## config.mk

```make
export PLATFORM = sky130hd
export DESIGN_NAME = pbgpio_top
export DESIGN_NICKNAME = d
export VERILOG_FILES = /design/src/pbgpio_pkg.sv /design/src/pbgpio_pin_mux.sv /design/src/pbgpio_change_det.sv /design/src/pbgpio_top.sv
export VERILOG_INCLUDE_DIRS = /design/src
export SDC_FILE = /design/constraint.sdc
export NUM_CORES = 1
export LEC_CHECK = 0
export BUFFER_PORTS_ARGS = -buffer_cell sky130_fd_sc_hd__buf_2
export CAP_MARGIN = 15
export CELL_PAD_IN_SITES_DETAIL_PLACEMENT = 2
export CELL_PAD_IN_SITES_GLOBAL_PLACEMENT = 2
export CORE_ASPECT_RATIO = 1.75
export CORE_UTILIZATION = 33
export DETAILED_ROUTE_END_ITERATION = 8
export GPL_TIMING_DRIVEN = 1
export PLACE_DENSITY_LB_ADDON = 0.08
export SYNTH_ARGS = -nofsm -noshare
export SYNTH_HDL_FRONTEND = slang
export SYNTH_HIERARCHICAL = 1
export SYNTH_SLANG_ARGS = --single-unit
```

## constraint.sdc

```tcl
create_clock -name mclk -period 5.6 [get_ports mclk]
set_input_delay 0.28 -clock mclk [delete_from_list [all_inputs] [get_ports mclk]]
set_output_delay 0.28 -clock mclk [all_outputs]
set_load 0.01 [all_outputs]
```

## src/pbgpio_defines.svh

```systemverilog
`ifndef PBGPIO_DEFINES_SVH
`define PBGPIO_DEFINES_SVH

// ----------------------------------------------------------------------
// Register byte offsets
// ----------------------------------------------------------------------
`define PBGPIO_OFS_PORT 8'h00
`define PBGPIO_OFS_LATCH 8'h04
`define PBGPIO_OFS_DIR 8'h08
`define PBGPIO_OFS_MAIN_IRQ 8'h0C
`define PBGPIO_OFS_SECOND_IRQ 8'h10
`define PBGPIO_OFS_SEG_A 8'h14
`define PBGPIO_OFS_SEG_C 8'h18
`define PBGPIO_OFS_STATUS 8'h1C
`define PBGPIO_OFS_CLEAR 8'h20
`define PBGPIO_OFS_ENABLE 8'h24
`define PBGPIO_OFS_MOVE 8'h28

// ----------------------------------------------------------------------
// Field positions
// ----------------------------------------------------------------------
`define PBGPIO_MAIN_FLAG_BIT 0
`define PBGPIO_MAIN_IRQ_EN_BIT 3
`define PBGPIO_SECOND_PU_N_BIT 7
`define PBGPIO_SECOND_PRIO_BIT 0
`define PBGPIO_EV_CHANGE_BIT 0
`define PBGPIO_EV_BADADDR_BIT 1

// ----------------------------------------------------------------------
// Reset values
// ----------------------------------------------------------------------
`define PBGPIO_RST_DIR 8'hFF
`define PBGPIO_RST_LATCH 8'h00
`define PBGPIO_RST_MAIN_IRQ 8'h00
`define PBGPIO_RST_SECOND_IRQ 8'h80
`define PBGPIO_RST_SEG 8'h00

// ----------------------------------------------------------------------
// Timing
// ----------------------------------------------------------------------
`define PBGPIO_HOLDOFF_TCY 1
`define PBGPIO_CLKS_PER_TCY 4
`define PBGPIO_HOLDOFF_CLKS (`PBGPIO_HOLDOFF_TCY * `PBGPIO_CLKS_PER_TCY)

`endif

```

## src/pbgpio_pkg.sv

```systemverilog
package pbgpio_pkg;

  // Per-pin drive bundle towards the pad ring
  typedef struct packed {
    logic [7:0] out;
    logic [7:0] oe_n;
    logic [7:0] pullup_on;
  } pbgpio_pad_t;

  // Programming/debug side of the two upper pins
  typedef struct packed {
    logic active;
    logic data_out;
    logic data_drive;
  } pbgpio_dbg_t;

  typedef logic [1:0] pbgpio_resp_t;

endpackage

```

## src/pbgpio_pin_mux.sv

```systemverilog
`timescale 1ns/1ps
`include "pbgpio_defines.svh"

module pbgpio_pin_mux (
  // Clock and reset
  input wire logic mclk,
  input wire logic srst,
  // Control
  input wire logic [7:0] dir,
  input wire logic [7:0] latch,
  input wire logic pullup_enable_n,
  input wire logic [7:0] seg_own,
  input wire pbgpio_pkg::pbgpio_dbg_t dbg,
  // Pad drive
  output pbgpio_pkg::pbgpio_pad_t pad
);
  import pbgpio_pkg::*;

  genvar i;
  generate
    for (i = 0; i < 8; i++) begin : g_pin
      wire is_dbg_clk = (i == 6) && dbg.active;
      wire is_dbg_dat = (i == 7) && dbg.active;
      wire drive_lat = ~dir[i] & ~seg_own[i] & ~is_dbg_clk & ~is_dbg_dat;
      wire drive_on = is_dbg_dat ? dbg.data_drive : drive_lat;
      wire drive_val = is_dbg_dat ? dbg.data_out : latch[i];
      always_ff @(posedge mclk) begin
        if (srst) begin
          pad.out[i] <= 1'b0;
          pad.oe_n[i] <= 1'b1;
          pad.pullup_on[i] <= 1'b0;
        end else begin
          pad.out[i] <= drive_val;
          pad.oe_n[i] <= ~drive_on;
          pad.pullup_on[i] <= ~pullup_enable_n & dir[i] & ~seg_own[i];
        end
      end
    end
  endgenerate
endmodule

```

## src/pbgpio_change_det.sv

```systemverilog
`timescale 1ns/1ps
`include "pbgpio_defines.svh"

module pbgpio_change_det (
  // Clock and reset
  input wire logic mclk,
  input wire logic srst,
  // Pins and control
  input wire logic [3:0] pins_hi,
  input wire logic [3:0] watch,
  input wire logic port_access,
  // Status
  output logic [3:0] copy_reg,
  output logic mismatch,
  output logic holdoff
);
  logic [2:0] hold_cnt_reg;

  assign mismatch = |((pins_hi ^ copy_reg) & watch);
  assign holdoff = (hold_cnt_reg != 3'h0);

  always_ff @(posedge mclk) begin
    if (srst) begin
      copy_reg <= 4'h0;
      hold_cnt_reg <= 3'h0;
    end else if (port_access) begin
      copy_reg <= pins_hi;
      hold_cnt_reg <= 3'(`PBGPIO_HOLDOFF_CLKS);
    end else if (holdoff) begin
      hold_cnt_reg <= hold_cnt_reg - 3'h1;
    end
  end
endmodule

```

## src/pbgpio_top.sv

```systemverilog
`timescale 1ns/1ps
`include "pbgpio_defines.svh"

module pbgpio_top (
  // Clock and reset
  input wire logic mclk,
  input wire logic srst,
  // AXI4-Lite write address and data
  input wire logic [7:0] s_axi_awaddr,
  input wire logic s_axi_awvalid,
  output logic s_axi_awready,
  input wire logic [31:0] s_axi_wdata,
  input wire logic [3:0] s_axi_wstrb,
  input wire logic s_axi_wvalid,
  output logic s_axi_wready,
  // AXI4-Lite write response
  output pbgpio_pkg::pbgpio_resp_t s_axi_bresp,
  output logic s_axi_bvalid,
  input wire logic s_axi_bready,
  // AXI4-Lite read
  input wire logic [7:0] s_axi_araddr,
  input wire logic s_axi_arvalid,
  output logic s_axi_arready,
  output logic [31:0] s_axi_rdata,
  output pbgpio_pkg::pbgpio_resp_t s_axi_rresp,
  output logic s_axi_rvalid,
  input wire logic s_axi_rready,
  // Pins
  input wire logic [7:0] pin_in,
  output pbgpio_pkg::pbgpio_pad_t pad,
  // Segment ownership of the lower six pins
  output logic [5:0] seg_override,
  // Programming and debug
  input wire pbgpio_pkg::pbgpio_dbg_t dbg,
  output logic prog_debug_clock,
  output logic prog_debug_data,
  // External interrupt inputs
  output logic [3:0] ext_irq_in,
  // Interrupts and wake
  output logic port_change_irq,
  output logic port_change_irq_priority,
  output logic wake_req,
  output logic irq
);
  import pbgpio_pkg::*;

  // --------------------------------------------------------------------
  // Registers
  // --------------------------------------------------------------------
  logic [7:0] port_pins_reg;
  logic [7:0] port_output_latch_reg;
  logic [7:0] port_direction_reg;
  logic [7:0] main_irq_ctrl_reg;
  logic [7:0] second_irq_ctrl_reg;
  logic [7:0] segment_enable_reg_a;
  logic [7:0] segment_enable_reg_c;
  logic [1:0] irq_status_reg;
  logic [1:0] irq_enable_reg;
  logic port_change_flag;
  logic port_change_irq_en;
  logic pullup_enable_n;

  // --------------------------------------------------------------------
  // Bus slave state
  // --------------------------------------------------------------------
  logic aw_got_reg;
  logic w_got_reg;
  logic [7:0] wr_addr_reg;
  logic [31:0] wr_data_reg;
  logic wr_strb0_reg;
  logic bvalid_reg;
  logic [1:0] bresp_reg;
  logic rvalid_reg;
  logic [31:0] rdata_reg;
  logic [1:0] rresp_reg;

  wire aw_hs = s_axi_awvalid & s_axi_awready;
  wire w_hs = s_axi_wvalid & s_axi_wready;
  wire ar_hs = s_axi_arvalid & s_axi_arready;
  wire wr_do = aw_got_reg & w_got_reg & ~bvalid_reg;

  assign s_axi_awready = ~aw_got_reg & ~bvalid_reg;
  assign s_axi_wready = ~w_got_reg & ~bvalid_reg;
  assign s_axi_arready = ~rvalid_reg;
  assign s_axi_bvalid = bvalid_reg;
  assign s_axi_bresp = bresp_reg;
  assign s_axi_rvalid = rvalid_reg;
  assign s_axi_rdata = rdata_reg;
  assign s_axi_rresp = rresp_reg;

  // --------------------------------------------------------------------
  // Write decode
  // --------------------------------------------------------------------
  wire wr_en = wr_do & wr_strb0_reg;
  wire [7:0] wbyte = wr_data_reg[7:0];
  wire wr_port = wr_en & (wr_addr_reg == `PBGPIO_OFS_PORT);
  wire wr_latch = wr_en & (wr_addr_reg == `PBGPIO_OFS_LATCH);
  wire wr_dir = wr_en & (wr_addr_reg == `PBGPIO_OFS_DIR);
  wire wr_main = wr_en & (wr_addr_reg == `PBGPIO_OFS_MAIN_IRQ);
  wire wr_second = wr_en & (wr_addr_reg == `PBGPIO_OFS_SECOND_IRQ);
  wire wr_seg_a = wr_en & (wr_addr_reg == `PBGPIO_OFS_SEG_A);
  wire wr_seg_c = wr_en & (wr_addr_reg == `PBGPIO_OFS_SEG_C);
  wire wr_clear = wr_en & (wr_addr_reg == `PBGPIO_OFS_CLEAR);
  wire wr_enable = wr_en & (wr_addr_reg == `PBGPIO_OFS_ENABLE);
  wire wr_move = wr_en & (wr_addr_reg == `PBGPIO_OFS_MOVE);
  wire wr_mapped = (wr_addr_reg == `PBGPIO_OFS_PORT)
                 | (wr_addr_reg == `PBGPIO_OFS_LATCH)
                 | (wr_addr_reg == `PBGPIO_OFS_DIR)
                 | (wr_addr_reg == `PBGPIO_OFS_MAIN_IRQ)
                 | (wr_addr_reg == `PBGPIO_OFS_SECOND_IRQ)
                 | (wr_addr_reg == `PBGPIO_OFS_SEG_A)
                 | (wr_addr_reg == `PBGPIO_OFS_SEG_C)
                 | (wr_addr_reg == `PBGPIO_OFS_CLEAR)
                 | (wr_addr_reg == `PBGPIO_OFS_ENABLE)
                 | (wr_addr_reg == `PBGPIO_OFS_MOVE);

  // --------------------------------------------------------------------
  // Read decode
  // --------------------------------------------------------------------
  wire [7:0] ra = s_axi_araddr;
  wire rd_port = ar_hs & (ra == `PBGPIO_OFS_PORT);
  wire rd_mapped = (ra == `PBGPIO_OFS_PORT) | (ra == `PBGPIO_OFS_LATCH)
                 | (ra == `PBGPIO_OFS_DIR) | (ra == `PBGPIO_OFS_MAIN_IRQ)
                 | (ra == `PBGPIO_OFS_SECOND_IRQ)
                 | (ra == `PBGPIO_OFS_SEG_A) | (ra == `PBGPIO_OFS_SEG_C)
                 | (ra == `PBGPIO_OFS_STATUS) | (ra == `PBGPIO_OFS_ENABLE);
  wire [7:0] rd_byte =
      (ra == `PBGPIO_OFS_PORT) ? port_pins_reg :
      (ra == `PBGPIO_OFS_LATCH) ? port_output_latch_reg :
      (ra == `PBGPIO_OFS_DIR) ? port_direction_reg :
      (ra == `PBGPIO_OFS_MAIN_IRQ) ? main_irq_ctrl_reg :
      (ra == `PBGPIO_OFS_SECOND_IRQ) ? second_irq_ctrl_reg :
      (ra == `PBGPIO_OFS_SEG_A) ? segment_enable_reg_a :
      (ra == `PBGPIO_OFS_SEG_C) ? segment_enable_reg_c :
      (ra == `PBGPIO_OFS_STATUS) ? {6'h00, irq_status_reg} :
      (ra == `PBGPIO_OFS_ENABLE) ? {6'h00, irq_enable_reg} : 8'h00;

  // --------------------------------------------------------------------
  // Pin function selection
  // --------------------------------------------------------------------
  wire [7:0] seg_own = {2'b00, seg_override};
  assign seg_override = {segment_enable_reg_c[5],
                         segment_enable_reg_a[3:0],
                         segment_enable_reg_c[6]};
  assign pullup_enable_n = second_irq_ctrl_reg[`PBGPIO_SECOND_PU_N_BIT];
  assign port_change_flag = main_irq_ctrl_reg[`PBGPIO_MAIN_FLAG_BIT];
  assign port_change_irq_en = main_irq_ctrl_reg[`PBGPIO_MAIN_IRQ_EN_BIT];
  assign port_change_irq_priority =
      second_irq_ctrl_reg[`PBGPIO_SECOND_PRIO_BIT];

  // Debug pins follow the pad, whatever the direction bits say
  assign prog_debug_clock = port_pins_reg[6];
  assign prog_debug_data = port_pins_reg[7];
  assign ext_irq_in = port_pins_reg[3:0] & port_direction_reg[3:0]
                    & ~seg_own[3:0];

  pbgpio_pin_mux u_pin_mux (
    .mclk(mclk),
    .srst(srst),
    .dir(port_direction_reg),
    .latch(port_output_latch_reg),
    .pullup_enable_n(pullup_enable_n),
    .seg_own(seg_own),
    .dbg(dbg),
    .pad(pad)
  );

  // --------------------------------------------------------------------
  // Change detection
  // --------------------------------------------------------------------
  logic [3:0] copy_reg;
  logic mismatch;
  logic holdoff;
  // The move alias writes the latch but must leave the copy alone
  wire port_access = rd_port | wr_port;
  wire [3:0] watch = port_direction_reg[7:4] & ~seg_own[7:4];

  pbgpio_change_det u_change_det (
    .mclk(mclk),
    .srst(srst),
    .pins_hi(port_pins_reg[7:4]),
    .watch(watch),
    .port_access(port_access),
    .copy_reg(copy_reg),
    .mismatch(mismatch),
    .holdoff(holdoff)
  );

  // Set wins over clear; a clear in the hold-off window is dropped
  wire flag_keep = wr_main ? (holdoff ? port_change_flag | wbyte[0]
                                      : wbyte[0])
                           : port_change_flag;
  wire flag_next = mismatch | flag_keep;
  wire [7:0] main_next = wr_main ? {wbyte[7:1], flag_next}
                                 : {main_irq_ctrl_reg[7:1], flag_next};

  assign port_change_irq = port_change_flag & port_change_irq_en;
  // Level, so it also holds a sleeping core awake until serviced
  assign wake_req = port_change_irq;

  // --------------------------------------------------------------------
  // Sticky status and interrupt
  // --------------------------------------------------------------------
  wire [1:0] events = {wr_do & ~wr_mapped, mismatch & ~port_change_flag};
  wire [1:0] status_clr = wr_clear ? wbyte[1:0] : 2'b00;
  wire [1:0] status_next = (irq_status_reg & ~status_clr) | events;
  assign irq = |(irq_status_reg & irq_enable_reg);

  // --------------------------------------------------------------------
  // Register state
  // --------------------------------------------------------------------
  always_ff @(posedge mclk) begin
    if (srst) begin
      port_pins_reg <= 8'h00;
      port_output_latch_reg <= `PBGPIO_RST_LATCH;
      port_direction_reg <= `PBGPIO_RST_DIR;
      main_irq_ctrl_reg <= `PBGPIO_RST_MAIN_IRQ;
      second_irq_ctrl_reg <= `PBGPIO_RST_SECOND_IRQ;
      segment_enable_reg_a <= `PBGPIO_RST_SEG;
      segment_enable_reg_c <= `PBGPIO_RST_SEG;
      irq_status_reg <= 2'b00;
      irq_enable_reg <= 2'b00;
    end else begin
      port_pins_reg <= pin_in;
      if (wr_port | wr_latch | wr_move)
        port_output_latch_reg <= wbyte;
      if (wr_dir)
        port_direction_reg <= wbyte;
      main_irq_ctrl_reg <= main_next;
      if (wr_second)
        second_irq_ctrl_reg <= wbyte;
      if (wr_seg_a)
        segment_enable_reg_a <= wbyte;
      if (wr_seg_c)
        segment_enable_reg_c <= wbyte;
      irq_status_reg <= status_next;
      if (wr_enable)
        irq_enable_reg <= wbyte[1:0];
    end
  end

  // --------------------------------------------------------------------
  // Bus handshakes
  // --------------------------------------------------------------------
  always_ff @(posedge mclk) begin
    if (srst) begin
      aw_got_reg <= 1'b0;
      w_got_reg <= 1'b0;
      wr_addr_reg <= 8'h00;
      wr_data_reg <= 32'h0000_0000;
      wr_strb0_reg <= 1'b0;
      bvalid_reg <= 1'b0;
      bresp_reg <= 2'b00;
    end else begin
      if (aw_hs) begin
        aw_got_reg <= 1'b1;
        wr_addr_reg <= {s_axi_awaddr[7:2], 2'b00};
      end
      if (w_hs) begin
        w_got_reg <= 1'b1;
        wr_data_reg <= s_axi_wdata;
        wr_strb0_reg <= s_axi_wstrb[0];
      end
      if (wr_do) begin
        aw_got_reg <= 1'b0;
        w_got_reg <= 1'b0;
        bvalid_reg <= 1'b1;
        bresp_reg <= wr_mapped ? 2'b00 : 2'b10;
      end else if (bvalid_reg & s_axi_bready) begin
        bvalid_reg <= 1'b0;
      end
    end
  end

  always_ff @(posedge mclk) begin
    if (srst) begin
      rvalid_reg <= 1'b0;
      rdata_reg <= 32'h0000_0000;
      rresp_reg <= 2'b00;
    end else if (ar_hs) begin
      rvalid_reg <= 1'b1;
      rdata_reg <= {24'h00_0000, rd_byte};
      rresp_reg <= rd_mapped ? 2'b00 : 2'b10;
    end else if (rvalid_reg & s_axi_rready) begin
      rvalid_reg <= 1'b0;
    end
  end
endmodule

```

; Word level (Yosys, flattened, before mapping)
; Cells that the tools add are included.
[totals]
regBits = 122
inputBits = 70
out_inout_bits = 81
elab_cells = 206
[op_classes]
add_sub_neg = 1
n_eq_ne = 17
muxes = 22
bitwise = 109
n_reduce_logical = 10
[ops]
columns = op, count
row1 = $mux 8, 7
row2 = $and 1x1->1, 46
row3 = $eq 8x5->1 const B, 4
row4 = $not 1->1, 30
row5 = $or 1x1->1, 22
row6 = $eq 6x3->1 const B, 3
row7 = $eq 6x4->1 const B, 3
row8 = $and 4x4->4, 4
row9 = $eq 8x4->1 const B, 2
row10 = $logic_not 8->1, 2
row11 = $eq 6x2->1 const B, 2
row12 = $mux 2, 5
row13 = $eq 8x3->1 const B, 1
row14 = $eq 8x6->1 const B, 1
row15 = $mux 1, 8
row16 = $eq 6x1->1 const B, 1
row17 = $mux 3, 2
row18 = $reduce_bool 2->1, 3
row19 = $reduce_or 2->1, 3
row20 = $and 2x2->2, 2
row21 = $not 2->4, 1
row22 = $not 4->4, 1
row23 = $reduce_or 4->1, 1
row24 = $xor 4x4->4, 1
row25 = 4 further kinds, 4

; Longest topological paths before layout
[depth]
depth_word = 13
mapped_depth = 8
depth_no_buf = 6

; Cells and area by module
; Netlist, hierarchy kept.
[modules_own_cells]
columns = module, n_inst, cells_per_inst, area_per_inst_um2, seq_area_each_um2
row1 = pbgpio_top, 1, 499, 4280.4, 1781.7
row2 = pbgpio_pin_mux, 1, 54, 729.4, 480.5
row3 = pbgpio_change_det, 1, 39, 362.8, 140.1

; Worst setup path after synthesis
; OpenSTA, ideal clock, no wires.
[synth_timing]
kind = in2reg
start = input s_axi_araddr[1]
end = register u_change_det.copy_reg[2]
setup_ns = 0.114
arrival_ns = 1.843
t_required_ns = 5.486
setup_slack_ns = 3.643
cell_stages = 7
n_path_buf = 1
path_cell_list = nor4_1 nand3b_1 or3_1 nand2_1 buf_4 mux2i_1 nor2_1
[synth_via]
elab_chain_cells = 3
[synth_rtl]
columns = element, line_no
row1 = "start, declared", pbgpio_top.sv:21  ; input wire logic [7:0] s_axi_araddr,
row2 = $logic_not 8->1 (no source line), -
row3 = $and 1x1->1, pbgpio_top.sv:121  ; wire rd_port = ar_hs & (ra == `PBGPIO_OFS_PORT);
row4 = $or 1x1->1, pbgpio_top.sv:175  ; wire port_access = rd_port | wr_port;
row5 = via port_access, pbgpio_top.sv:175
row6 = "end signal, assigned", pbgpio_change_det.sv:27  ; copy_reg <= pins_hi;
row7 = "end, declared", pbgpio_change_det.sv:13  ; output logic [3:0] copy_reg,
; The timed path passes the listed nets, and every way through them passes these cells.
; A chain may end at the register's enable or synchronous reset.

; Worst setup path after layout
[layout_timing]
start = register wr_strb0_reg
end = register port_output_latch_reg[6]
[layout_via]
elab_chain_cells = 4
word_cells_on_any_way = 6
cone_classes = bitwise: 6
[layout_rtl]
columns = element, line_no
row1 = "start, declared", pbgpio_top.sv:70  ; logic wr_strb0_reg;
row2 = "start signal, assigned", pbgpio_top.sv:262  ; wr_strb0_reg <= s_axi_wstrb[0];
row3 = $and 1x1->1 (*), pbgpio_top.sv:94  ; wire wr_en = wr_do & wr_strb0_reg;
row4 = $and 1x1->1 (on tied branches), "pbgpio_top.sv:96, pbgpio_top.sv:97"
row5 = $or 1x1->1, pbgpio_top.sv:225  ; if (wr_port | wr_latch | wr_move)
row6 = $or 1x1->1 (*), pbgpio_top.sv:225
row7 = "end signal, assigned", pbgpio_top.sv:215  ; port_output_latch_reg <= `PBGPIO_RST_LATCH;
row8 = "end signal, assigned", pbgpio_top.sv:226  ; port_output_latch_reg <= wbyte;
row9 = "end, declared", pbgpio_top.sv:51  ; logic [7:0] port_output_latch_reg;
; Every way passes the cells marked *; elsewhere a longest branch is shown, timed or not.

==> results_dict.tcl <==
set metrics [dict create \
    outcome "complete, but fails checks" \
    violations "DRC" \
    tritoncts "yes" \
    port_buffers 95 \
    viasPerCell 5.21 \
    ys_warn_count 6 \
    crit_slowest_cell "nor2b_1" \
    async_flop_share_pct 0 \
    finalSetupViolations 0 \
    max_cap_viol_count 0 \
    seq_area_frac_synth_pct 44.7 \
    startpoint_type "flop" \
    hold_path_class "in -> reg" \
    cts.reportedPaths.clkPinSlew_ps 60 \
    max_clock_freq_ghz 0.390 \
    num_rows 61 \
    worstSetupPathType "reg -> reg" \
    post_cts_buffers 0 \
    p_clk_share_pct 51.1 \
    antenna_cells 0 \
    post_drt_wl_per_cell_um 20.7 \
    via_count 4551 \
    syn_to_final_growth_pct 19.2 \
    rsz0062_at_grt "false" \
    numCtsBuffers 17 \
    max_stage_delay_ps 810 \
    fin_tns_setup_ps 0 \
    crit_path_end_kind "flop" \
    grt_first_pass_wirelength_um 27800 \
    postRouteAntennaNets 0 \
    synth-edff-count 0 \
    cellPowerDensity_nw_per_um2 347 \
    final_hold_viol_count 0 \
    hpwl_um 13500 \
    whs_ps 73.7 \
    initial_core_util_pct 33.8 \
    cts_root_buffer "clkbuf_16" \
    finalWorstSetupSlack_ps 3040 \
    synth-main-ff-cell "dfxtp_1" \
    die-area_um2 16800 \
    n_fill_cell 1780 \
    synth.distinct_cells 61 \
    cp.required_ps 5860 \
    ctsResizeCount 0 \
    p_sw_uw 570 \
    largest_reg_flops 24 \
    placed_area_um2 5790 \
    power.internal_uw 1660 \
    numClockSinks 120 \
    worstSkewPairLatency_ps 410 \
    p_sw_share_pct 25.6 \
    instances_no_fill 873 \
    crit_fanout 8 \
    drc 9 \
    firstDrtPassIters 6 \
    clockBufferDepth 2 \
    cp.arrival_ps 2820 \
    synthCells 592 \
    final_max_slew_viol_count 0 \
    ys_ff_latch 120 \
    synth_top_family_by_area "simple AND/OR/NAND/NOR gates" \
    synth_xor_area_share_pct 0.815 \
    synth-adder-area-share_pct 0.699 \
    synth_compound_area_share_pct 13.1 \
    power.share.sequential_pct 40.9 \
    fin_skew_ps 7.17 \
    synthSimpleGateAreaFrac_pct 23.4 \
    cts_hold_buffers 0 \
    dp.cells 841 \
    die_h_um 171 \
    dp_worst_setup_slack_ps 2800 \
    grt_max_degree 78 \
    p_leak_uw 0.00275 \
    grt_use_total_pct 22.3 \
    antenna_found_initial 0 \
    max_slew_margin_pct 36.7 \
    pwr-share-comb_pct 8.1 \
    drt-total-wl_um 18000 \
    num_io_pins 151 \
    routabilityCongestion 0.803 \
    synth_area_um2 5370 \
    fin_nets 744 \
    drive_above_1_share_pct 23.7 \
    overflow 0 \
    ctsHtreeMaxLevel 4 \
    synthMuxAreaShare_pct 8.10 \
    fin_crit_sh_pct 45.8 \
    period_needed_ps 2560 \
    cp_cell_sequence "or3b_2, nor3_1, nor2b_1, mux2i_1, nor2_1" \
    stdcell_area_um2 6410 \
    worst_ir_drop_vdd_mv 0.168 \
    core_area_um2 15900 \
    drt_iter0_markers 156 \
    grt_pass1_vias 4903 \
    worstMarginPinSlew_ps 948 \
    avgSynthCellArea_um2 9.08 \
    die_width_um 98.5 \
]
[synth_stat cells, types with 4 or more instances]
| master | n | area share, % |
|---|---|---|
| dfxtp_1 | 120 | 45 |
| nand2_1 | 56 | 3.9 |
| nor2_1 | 53 | 3.7 |
| a21oi_1 | 43 | 4.0 |
| mux2i_1 | 39 | 7.3 |
| buf_4 | 35 | 4.9 |
| nand3_1 | 32 | 3.0 |
| clkbuf_1 | 23 | 1.6 |
| nor2b_1 | 22 | 2.6 |
| o21ai_0 | 16 | 1.5 |
| inv_1 | 15 | 1.0 |
| nand2b_1 | 10 | 1.2 |
| a22oi_1 | 8 | 1.1 |
| nor3b_2 | 8 | 1.9 |
| nor3_1 | 7 | 0.65 |
| o22ai_1 | 7 | 0.82 |
| or3_2 | 6 | 0.84 |
| and2_1 | 5 | 0.58 |
| buf_6 | 5 | 1.0 |
| xor2_1 | 5 | 0.82 |
| a22o_1 | 4 | 0.65 |
| a31oi_1 | 4 | 0.47 |
| and3b_1 | 4 | 0.65 |
| buf_2 | 4 | 0.37 |
| mux2_2 | 4 | 0.84 |
| nor4_1 | 4 | 0.47 |
[power groups by stage]
| stage | combinational (uW) | sequential (uW) | clock (uW) |
|---|---|---|---|
| 6_report | 179 | 909 | 1140 |
| 5_1_grt | 201 | 912 | 1200 |
| 4_1_cts | 183 | 910 | 1160 |
| 3_5_place_dp | 181 | 929 | 0 |
| 3_3_place_gp | 172 | 926 | 0 |
| 2_1_floorplan | 141 | 911 | 0 |
[per-layer routing]
metal  track usage, %  wire length [um]  vias to the layer above
met4             10.3               608                        0
met5                0                 0                        -
met3             3.27               488                       25
met1             22.2              6690                     2269
li1                 -                 -                     2157
met2             44.4             10200                      100
[placed cells by master, fill, tap and decap left out, types with 5 or more instances in the layout]
master	synthesis	routed
a22oi_1	8	8
nor2_1	53	53
conb_1	1	30
a21oi_1	43	43
nor3_1	7	7
mux2i_1	39	39
o21ai_0	16	16
nor3b_2	8	8
o22ai_1	7	7
inv_1	15	15
and2_1	5	5
nand2b_1	10	10
nor2b_1	22	22
dfxtp_1	120	120
or3_2	6	6
clkbuf_16	0	17
xor2_1	5	5
nand3_1	32	32
nand2_1	56	56
buf_2	4	95
[cell type report]
cell class	count	area, um2	share of cell area [%]
multi-input combinational	417	2590	40.4
sequential	120	2400	37.5
timing repair buffer	99	505	7.89
clock buffer	18	439	6.86
tap	189	236	3.69
clock inverter	14	174	2.71
inverter	16	60.1	0.938
[per-stage QoR]
step / utilization, % / total power, uW
finish: 40.4 / 2230
detailed placement: 36.5 / 1110
floorplan: - / 1050
global placement: 36.5 / 1100
CTS: 40.4 / 2250
global route: 40.4 / 2310
[critical path, delay by kind of cell, from the launching register on]
family           cells  cell delay (ps)
multiplexers         1              270
AND/OR/NAND/NOR      4             1780
flip-flops           1              350
[cell families (layout without fill, tap and decap cells)]
logic type	count (synthesis)	after routing
flops	120	120
other cells	1	30
fa+ha+maj	3	3
xor+xnor	5	5
simple gates	227	227
buf+inv	84	147
compound gates	109	109
mux	43	43
[worst paths after layout]
| path | slack, ps | depth (start not counted) | end | startpoint |
|---|---|---|---|---|
| max | 3040 | 5 | port_output_latch_reg[6] | wr_strb0_reg |
| min | 70 | 2 | u_pin_mux/pad[15] | dbg[0] |
| max reg2reg | 3040 | 5 | port_output_latch_reg[6] | wr_strb0_reg |
| min reg2reg | 460 | 2 | segment_enable_reg_c[2] | segment_enable_reg_c[2] |
No activity file was read; power rests on OpenSTA's default activity.
